<file path="config.mk">
export PLATFORM = sky130hd
export DESIGN_NAME = atd_regs
export DESIGN_NICKNAME = d
export VERILOG_FILES = /design/src/atd_pkg.sv /design/src/atd_trim_reg.sv /design/src/atd_regs.sv
export SDC_FILE = /design/constraint.sdc
export NUM_CORES = 1
export LEC_CHECK = 0
export ABC_AREA = 1
export BUFFER_PORTS_ARGS = -buffer_cell sky130_fd_sc_hd__buf_4
export CAP_MARGIN = 10
export CORE_MARGIN = 2
export CORE_UTILIZATION = 37
export CTS_BUF_LIST = sky130_fd_sc_hd__clkbuf_8
export DETAILED_ROUTE_END_ITERATION = 8
export PLACE_DENSITY = 0.59
export SLEW_MARGIN = 30
export SYNTH_ARGS = -nofsm -noshare
export SYNTH_HDL_FRONTEND = slang
export SYNTH_HIERARCHICAL = 1
export SYNTH_SLANG_ARGS = --single-unit
</file>
<file path="constraint.sdc">
create_clock -name sys_clk -period 4.3 [get_ports sys_clk]
set_input_delay 0.43 -clock sys_clk [delete_from_list [all_inputs] [get_ports sys_clk]]
set_output_delay 0.43 -clock sys_clk [all_outputs]
set_load 0.03 [all_outputs]
</file>
<file path="src/atd_pkg.sv">
// package for the trim and dither register bank
// assumes a plain address/strobe register port, 12-bit addresses
package atd_pkg;
    // ==================================================
    // bus geometry
    localparam int ADDR_W = 12; // byte address width
    localparam int DATA_W = 8;  // register width
    // ==================================================
    // register offsets
    localparam logic [11:0] OFS_GAIN_TRIM_B = 12'h07B;
    localparam logic [11:0] OFS_BANDGAP_TRIM = 12'h07C;
    localparam logic [11:0] OFS_TERM_TRIM_A = 12'h07E;
    localparam logic [11:0] OFS_TERM_TRIM_B = 12'h07F;
    localparam logic [11:0] OFS_DITHER_CTRL = 12'h09D;
    localparam logic [11:0] OFS_B0_TIME_ZERO = 12'h102;
    localparam logic [11:0] OFS_B0_TIME_QUAD = 12'h103;
    // ==================================================
    // field positions and masks
    localparam int DITH_EN_BIT = 0;   // dither enable
    localparam int DITH_AMP_BIT = 1;  // amplitude select
    localparam int DITH_ERR_BIT = 2;  // rounding error select
    localparam logic [7:0] BANDGAP_TRIM_MASK = 8'h0F;  // low nibble only
    localparam logic [7:0] DITH_MASK = 8'h07;     // bits 2:0 only
    // ==================================================
    // reset values and unmapped read answer
    localparam logic [7:0] DITH_RESET = 8'h01;
    localparam logic [7:0] TRIM_RESET = 8'h00;
    localparam logic [7:0] UNMAPPED_RD = 8'h00;
    // ==================================================
    // clocking mode of converter a
    typedef enum logic [0:0] {
        ATD_CLK_DUAL = 1'b0,   // zero-degree phase
        ATD_CLK_SINGLE = 1'b1  // minus-ninety phase
    } atd_clkmode_type;
endpackage

</file>
<file path="src/atd_trim_reg.sv">
// one trim register: loads fuse default after reset, then software owned
// assumes fuse_val is stable while fuse_load is high
`timescale 1ns/10ps
module atd_trim_reg
    import atd_pkg::*;
#(
    parameter logic [7:0] MASK = 8'hFF  // implemented bits
) (
    input wire logic sys_clk,
    input wire logic rst,
    input wire logic fuse_load,
    input wire logic [7:0] fuse_val,
    input wire logic wr_en,
    input wire logic [7:0] wr_data,
    output logic [7:0] value
);
    // ==================================================
    // storage
    logic [7:0] value_r; // held trim

    // reset gives a constant; the fuse copy lands on the load cycle
    always_ff @(posedge sys_clk) begin
        if (rst) begin
            value_r <= TRIM_RESET;
        end else if (fuse_load) begin
            value_r <= fuse_val & MASK;
        end else if (wr_en) begin
            value_r <= wr_data & MASK;
        end
    end

    assign value = value_r;
endmodule

</file>
<file path="src/atd_regs.sv">
// trim and dither register bank of a dual-input sampling converter
// assumes a synchronous register port and a fuse array whose contents
// are valid whenever fuse_ready is high
// Notes on behaviour
// - eight-bit read-write gain trim, input b
// - four-bit bandgap trim, upper nibble reserved zero
// - eight-bit read-write termination trim, input a
// - eight-bit read-write termination trim, input b
// - dither bit zero enables, resets to one
// - dither bit one picks amplitude, resets zero
// - dither bit two places rounding error
// - zero-phase bank0 trim applied in dual mode
// - quadrature bank0 trim applied in single mode
// - reset loads constant defaults; fuse values are copied once fuse_ready is seen
`timescale 1ns/10ps
module atd_regs
    import atd_pkg::*;
(
    input wire logic sys_clk,
    input wire logic rst,
    // register port
    input wire logic [11:0] reg_addr,
    input wire logic [7:0] reg_wdata,
    input wire logic reg_wr,
    input wire logic reg_rd,
    output logic [7:0] reg_rdata,
    // fuse storage
    input wire logic fuse_ready,
    input wire logic [7:0] fuse_gain_trim_b,
    input wire logic [7:0] fuse_bandgap_trim,
    input wire logic [7:0] fuse_term_trim_a,
    input wire logic [7:0] fuse_term_trim_b,
    input wire logic [7:0] fuse_dither_control,
    input wire logic [7:0] fuse_b0_time_zero,
    input wire logic [7:0] fuse_b0_time_quad,
    // clocking configuration, high for single-channel
    input wire logic single_channel,
    // analog-facing outputs
    output logic [7:0] gain_trim_b_out,
    output logic [3:0] bandgap_trim_out,
    output logic [7:0] term_trim_a_out,
    output logic [7:0] term_trim_b_out,
    output logic dither_enable,
    output logic dither_amplitude_select,
    output logic rounding_error_select,
    output logic [7:0] bank0_timing_out,
    output logic fuse_loaded
);
    // ==================================================
    // fuse load sequencing
    logic fuse_rdy_s1_r;   // first sync stage, read only by stage two
    logic fuse_rdy_s2_r;   // synchronised ready
    logic fuse_done_r;     // fuse copy finished
    logic fuse_load;       // one-cycle load pulse

    // fuse_ready is an async pin; two stages before use
    always_ff @(posedge sys_clk) begin
        if (rst) begin
            fuse_rdy_s1_r <= 1'b0;
            fuse_rdy_s2_r <= 1'b0;
        end else begin
            fuse_rdy_s1_r <= fuse_ready;
            fuse_rdy_s2_r <= fuse_rdy_s1_r;
        end
    end

    // load once per reset; writes before it are overwritten by fuses
    assign fuse_load = fuse_rdy_s2_r & ~fuse_done_r;

    // done flag
    always_ff @(posedge sys_clk) begin
        if (rst) begin
            fuse_done_r <= 1'b0;
        end else if (fuse_load) begin
            fuse_done_r <= 1'b1;
        end
    end

    assign fuse_loaded = fuse_done_r;

    // ==================================================
    // address decode
    logic [6:0] hit;        // one-hot select per register
    logic [7:0] val [7];    // register contents by index
    logic [7:0] fuse [7];   // fuse defaults by index
    logic [7:0] dith_raw;   // dither register copy, already masked

    // decode the seven offsets
    always_comb begin
        hit = 7'h00;
        case (reg_addr)
            OFS_GAIN_TRIM_B: hit[0] = 1'b1;
            OFS_BANDGAP_TRIM: hit[1] = 1'b1;
            OFS_TERM_TRIM_A: hit[2] = 1'b1;
            OFS_TERM_TRIM_B: hit[3] = 1'b1;
            OFS_DITHER_CTRL: hit[4] = 1'b1;
            OFS_B0_TIME_ZERO: hit[5] = 1'b1;
            OFS_B0_TIME_QUAD: hit[6] = 1'b1;
            default: hit = 7'h00; // unmapped
        endcase
    end

    // fuse sources in index order
    assign fuse[0] = fuse_gain_trim_b;
    assign fuse[1] = fuse_bandgap_trim;
    assign fuse[2] = fuse_term_trim_a;
    assign fuse[3] = fuse_term_trim_b;
    assign fuse[4] = fuse_dither_control;
    assign fuse[5] = fuse_b0_time_zero;
    assign fuse[6] = fuse_b0_time_quad;

    // ==================================================
    // plain eight-bit trims: gain b, term a, term b, both timings
    localparam int FULL_IDX [5] = '{0, 2, 3, 5, 6};

    genvar gi;
    generate
        for (gi = 0; gi < 5; gi++) begin : g_full
            // full-width read-write trim
            atd_trim_reg #(
                .MASK(8'hFF)
            ) u_reg (
                .sys_clk(sys_clk),
                .rst(rst),
                .fuse_load(fuse_load),
                .fuse_val(fuse[FULL_IDX[gi]]),
                .wr_en(reg_wr & hit[FULL_IDX[gi]]),
                .wr_data(reg_wdata),
                .value(val[FULL_IDX[gi]])
            );
        end
    endgenerate

    // bandgap: reserved upper nibble forced to zero by the mask
    atd_trim_reg #(
        .MASK(BANDGAP_TRIM_MASK)
    ) u_bandgap (
        .sys_clk(sys_clk),
        .rst(rst),
        .fuse_load(fuse_load),
        .fuse_val(fuse[1]),
        .wr_en(reg_wr & hit[1]),
        .wr_data(reg_wdata),
        .value(val[1])
    );

    // ==================================================
    // dither control, own register so its reset value is one
    logic [7:0] dith_r; // dither control bits

    // reset enables dither; fuse copy and writes follow
    always_ff @(posedge sys_clk) begin
        if (rst) begin
            dith_r <= DITH_RESET;
        end else if (fuse_load) begin
            dith_r <= fuse[4] & DITH_MASK;
        end else if (reg_wr && hit[4]) begin
            dith_r <= reg_wdata & DITH_MASK;
        end
    end

    assign dith_raw = dith_r;
    assign val[4] = dith_raw;

    // ==================================================
    // read port: data stands in the cycle after the strobe only
    logic [7:0] rdata_r;   // read data register
    logic [7:0] rd_mux;    // selected value

    // select by one-hot hit; unmapped reads give zero
    always_comb begin
        rd_mux = UNMAPPED_RD;
        for (int i = 0; i < 7; i++) begin
            if (hit[i]) begin
                rd_mux = val[i];
            end
        end
    end

    // read data only valid one cycle, zero otherwise
    always_ff @(posedge sys_clk) begin
        if (rst) begin
            rdata_r <= 8'h00;
        end else if (reg_rd) begin
            rdata_r <= rd_mux;
        end else begin
            rdata_r <= 8'h00;
        end
    end

    assign reg_rdata = rdata_r;

    // ==================================================
    // analog-facing outputs, straight from the registers
    atd_clkmode_type clk_mode; // clocking of converter a
    assign clk_mode = single_channel ? ATD_CLK_SINGLE : ATD_CLK_DUAL;

    assign gain_trim_b_out = val[0];
    assign bandgap_trim_out = val[1][3:0];
    assign term_trim_a_out = val[2];
    assign term_trim_b_out = val[3];
    assign dither_enable = dith_r[DITH_EN_BIT];
    assign dither_amplitude_select = dith_r[DITH_AMP_BIT];
    assign rounding_error_select = dith_r[DITH_ERR_BIT];

    // mode picks which timing trim reaches bank 0
    always_comb begin
        case (clk_mode)
            ATD_CLK_DUAL: bank0_timing_out = val[5];
            ATD_CLK_SINGLE: bank0_timing_out = val[6];
            default: bank0_timing_out = val[5];
        endcase
    end

    // ==================================================
    // checks
    property p_dith_reset;
        @(posedge sys_clk) $fell(rst) |-> dither_enable
            && !dither_amplitude_select && !rounding_error_select;
    endproperty
    a_dith_reset: assert property (p_dith_reset)
        else $error("dither reset value wrong");

    property p_gain_wr;
        @(posedge sys_clk) disable iff (rst)
        reg_wr && reg_addr == OFS_GAIN_TRIM_B && !fuse_load
            |=> gain_trim_b_out == $past(reg_wdata);
    endproperty
    a_gain_wr: assert property (p_gain_wr)
        else $error("gain trim b write not taken");

    property p_bg_rsvd;
        @(posedge sys_clk) disable iff (rst)
        reg_rd && reg_addr == OFS_BANDGAP_TRIM |=> reg_rdata[7:4] == 4'h0;
    endproperty
    a_bg_rsvd: assert property (p_bg_rsvd)
        else $error("bandgap reserved bits nonzero");

    property p_terma_rd;
        @(posedge sys_clk) disable iff (rst)
        reg_rd && reg_addr == OFS_TERM_TRIM_A
            |=> reg_rdata == $past(term_trim_a_out);
    endproperty
    a_terma_rd: assert property (p_terma_rd)
        else $error("term trim a readback mismatch");

    // a write reaches the analog side with no further trigger
    property p_terma_wr;
        @(posedge sys_clk) disable iff (rst)
        reg_wr && reg_addr == OFS_TERM_TRIM_A && !fuse_load
            |=> term_trim_a_out == $past(reg_wdata);
    endproperty
    a_terma_wr: assert property (p_terma_wr)
        else $error("term trim a write not taken");

    // only the low nibble of a bandgap write is kept
    property p_bg_wr;
        @(posedge sys_clk) disable iff (rst)
        reg_wr && reg_addr == OFS_BANDGAP_TRIM && !fuse_load
            |=> bandgap_trim_out == $past(reg_wdata[3:0]);
    endproperty
    a_bg_wr: assert property (p_bg_wr)
        else $error("bandgap trim write not taken");

    // software may switch dither off and back on
    property p_dith_en_wr;
        @(posedge sys_clk) disable iff (rst)
        reg_wr && reg_addr == OFS_DITHER_CTRL && !fuse_load
            |=> dither_enable == $past(reg_wdata[0]);
    endproperty
    a_dith_en_wr: assert property (p_dith_en_wr)
        else $error("dither enable write not taken");

    property p_termb_wr;
        @(posedge sys_clk) disable iff (rst)
        reg_wr && reg_addr == OFS_TERM_TRIM_B && !fuse_load
            |=> term_trim_b_out == $past(reg_wdata);
    endproperty
    a_termb_wr: assert property (p_termb_wr)
        else $error("term trim b write not taken");

    property p_amp_wr;
        @(posedge sys_clk) disable iff (rst)
        reg_wr && reg_addr == OFS_DITHER_CTRL && !fuse_load
            |=> dither_amplitude_select == $past(reg_wdata[1])
            && rounding_error_select == $past(reg_wdata[2]);
    endproperty
    a_amp_wr: assert property (p_amp_wr)
        else $error("dither control write not taken");

    property p_dual;
        @(posedge sys_clk) disable iff (rst)
        !single_channel && $past(reg_wr && reg_addr == OFS_B0_TIME_ZERO
            && !fuse_load) |-> bank0_timing_out == $past(reg_wdata);
    endproperty
    a_dual: assert property (p_dual)
        else $error("dual mode timing trim wrong");

    property p_single;
        @(posedge sys_clk) disable iff (rst)
        single_channel && $past(reg_wr && reg_addr == OFS_B0_TIME_QUAD
            && !fuse_load) |-> bank0_timing_out == $past(reg_wdata);
    endproperty
    a_single: assert property (p_single)
        else $error("single mode timing trim wrong");

    property p_fuse;
        @(posedge sys_clk) disable iff (rst)
        fuse_load |=> rst || (gain_trim_b_out == $past(fuse_gain_trim_b)
            && fuse_loaded);
    endproperty
    a_fuse: assert property (p_fuse)
        else $error("fuse default not loaded");
endmodule

</file>
==> out/qor.csv <==
metric;value;unit
initial antenna violation count;0;
Final Worst Setup Slack;2.06;ns
Adder-Cell Fraction of Synth Area;0;
largest net degree at the start of global routing;37;
Crit. End Element;flip-flop;
WP data required;4.59;ns
root buf cell;clkbuf_8;
Yosys cell types;29;
max_cap viols;0;
die width;102;um
Die Height;102;um
status;finished clean;
mux cell area share after synthesis;0.00635;
Ys Warns;6;
CTS Hold Bufs;0;
Post-Route Setup TNS;0;ns
Clk pin slew, worst setup/hold paths;0.07;ns
H-tree depth;3;
worst-margin pin slew;0.853;ns
grt ovf;0;
critical path arrival;2.53;ns
largest cells by area after synthesis;dfxtp_1 33%, nand2_1 18%, nand3_1 17%, inv_1 9.1%, nor2_8 3.4%;
P&R area growth vs syn;32.7;%
vias in the first global route;3623;
main combinational cell family by area after synthesis;simple AND/OR/NAND/NOR gates;
pre-CTS setup slack;1.73;ns
area post-placement;4510;sq um
clk buf depth;2;
Clock Sink Count;58;
period utilisation layout;0.520;
Synth Cell Area;3550;sq um
final setup fails;0;
pwr dens;278;nW/um^2
crit path max fanout;13;
drt wl/cell;14.3;um
global-route wire length before repair;17900;um
RePlAce Congestion;0.819;
Post-DRT Antenna Nets;0;
Hold WS;0.309;ns
clk_lat worst skew;0.34;ns
ANT cells;0;
Post-CTS Resized;0;
Hold WC Path Type;in -> reg;
FF+latch count, synth;58;
startpoint types;primary input;
Vias per Instance;4.82;
die footprint;10400;sq um
Post-CTS Setup Inserts;0;
minimum clock period;2.24;ns
CTS tree;done;
max-slew violation count;0;
Post-Synthesis Cells;555;
hpwl dp;8660;um
share of cells above drive strength 1;0.245;
Initial DRT Pass Iterations;5;
Initial Utilization;0.382;
I/O Pins;130;
xor and xnor area share after synthesis;0;
Overall Global Routing Usage;0.225;
RSZ-0062 raised after global routing;false;
Final #Nets;755;
compound-gate portion of the synthesized area;0.0631;
DRT iter0 DRCs;263;
Max Freq;0.447;GHz
count of final hold-check violations;0;
# DRC;0;
Final Cell Area;4710;sq um
simple-gate share of the synthesized area;0.453;
Worst slew margin;0.429;
crit path kind;in -> reg;
row cnt;35;
leak pwr;2.56;nW
register area share after synthesis;0.327;
clock buffer count from CTS;9;
area leader, netlist;dfxtp_1;
mean post-synth cell area;6.39;sq um
WL final;11500;um
Worst Skew;0.00871;ns
post-synth top area share;0.327;
Worst VDD drop;157;uV
# port buffers;120;
core area;9280;sq um
total vias in the final route;3883;
-- metrics by stage --
stage	power [mW]	std cells	utilization
2_1_floorplan	0.685	558	-
3_3_place_gp	0.790	791	0.486
3_5_place_dp	0.792	791	0.486
4_1_cts	1.32	806	0.507
5_1_grt	1.37	806	0.507
6_report	1.31	806	0.507
-- flip-flops by register name, indices dropped and copies added, names as in the netlist --
name,count
fuse_rdy_s1_r,1
u_bandgap/value,4
fuse_loaded,1
fuse_rdy_s2_r,1
g_full.u_reg/value,40
dith_r,3
reg_rdata,8
-- power breakdown --
part           switching [mW]  internal, mW
combinational           0.123        0.0886
sequential             0.0152         0.554
clock                   0.214         0.316
-- cells in the final DEF (no fill, tap or decap), types with 2 or more instances in the layout --
master,synthesis,final
a21oi_1,10,10
a31oi_1,2,2
buf_4,9,121
bufinv_16,0,2
clkbuf_8,0,9
conb_1,1,4
dfxtp_1,58,58
inv_1,86,89
inv_2,7,7
inv_4,5,5
mux2_2,2,2
nand2_1,166,166
nand2_2,3,3
nand3_1,121,121
nand4_1,11,11
nor2_1,23,22
nor2_4,3,4
nor2_8,6,6
nor3_1,2,2
o211ai_1,6,6
o21a_1,5,5
o21ai_0,14,14
-- logic make-up (layout without fill, tap and decap cells) --
| family | count (synthesis) | in the layout |
|---|---|---|
| and+or+nand+nor | 340 | 340 |
| buffers and inverters | 116 | 235 |
| DFF | 58 | 58 |
| AOI/OAI and AO/OA | 38 | 38 |
| muxes | 2 | 2 |
| other | 1 | 4 |
-- metal layers --
metal	vias to the layer above	global-route usage	routed length (um)
li1	1990	-	-
met1	1724	0.300	5290
met2	153	0.365	5220
met3	16	0.0492	801
met4	0	0.0656	214
met5	-	0	0
-- cell type report --
| cell class | instances | area (sq um) |
|---|---|---|
| fill | 992 | 4570 |
| multi-input combinational | 384 | 1880 |
| sequential | 58 | 1160 |
| timing repair buffer | 122 | 928 |
| inverter | 98 | 380 |
| tap | 129 | 161 |
| clock buffer | 9 | 124 |
| clock inverter | 6 | 76.3 |
-- critical path, stage by stage --
cell and delay (ns):
buf_4 0.11, inv_1 0.04, nand2_1 0.09, nor2_1 0.26
nand3_1 0.42, nor2_1 0.78, nand3_1 0.17, nand3_1 0.13
nand2_1 0.06, inv_1 0.05
-- Yosys cell counts, drive strengths merged --
cell	number
o211ai	6
clkbuf	2
o21ai	14
and2	1
buf	16
or2	1
nand2	170
nor4	1
nor3	2
nand3	122
a31oi	2
nor2	32
a21oi	11
inv	98
conb	1
mux2	2
nand4	11
dfxtp	58
o21a	5
-- final timing paths --
kind / start / end / slack [ns] / depth (start not counted)
setup / recovery: reg_addr[10] / g_full[4].u_reg/value[7] / 2.06 / 10
hold / removal: fuse_ready / fuse_rdy_s1_r / 0.31 / 3
setup reg to reg: fuse_rdy_s2_r / u_bandgap/value[2] / 2.48 / 8
hold reg to reg: fuse_rdy_s1_r / fuse_rdy_s2_r / 0.41 / 2
(Power assumes the default switching activity.)
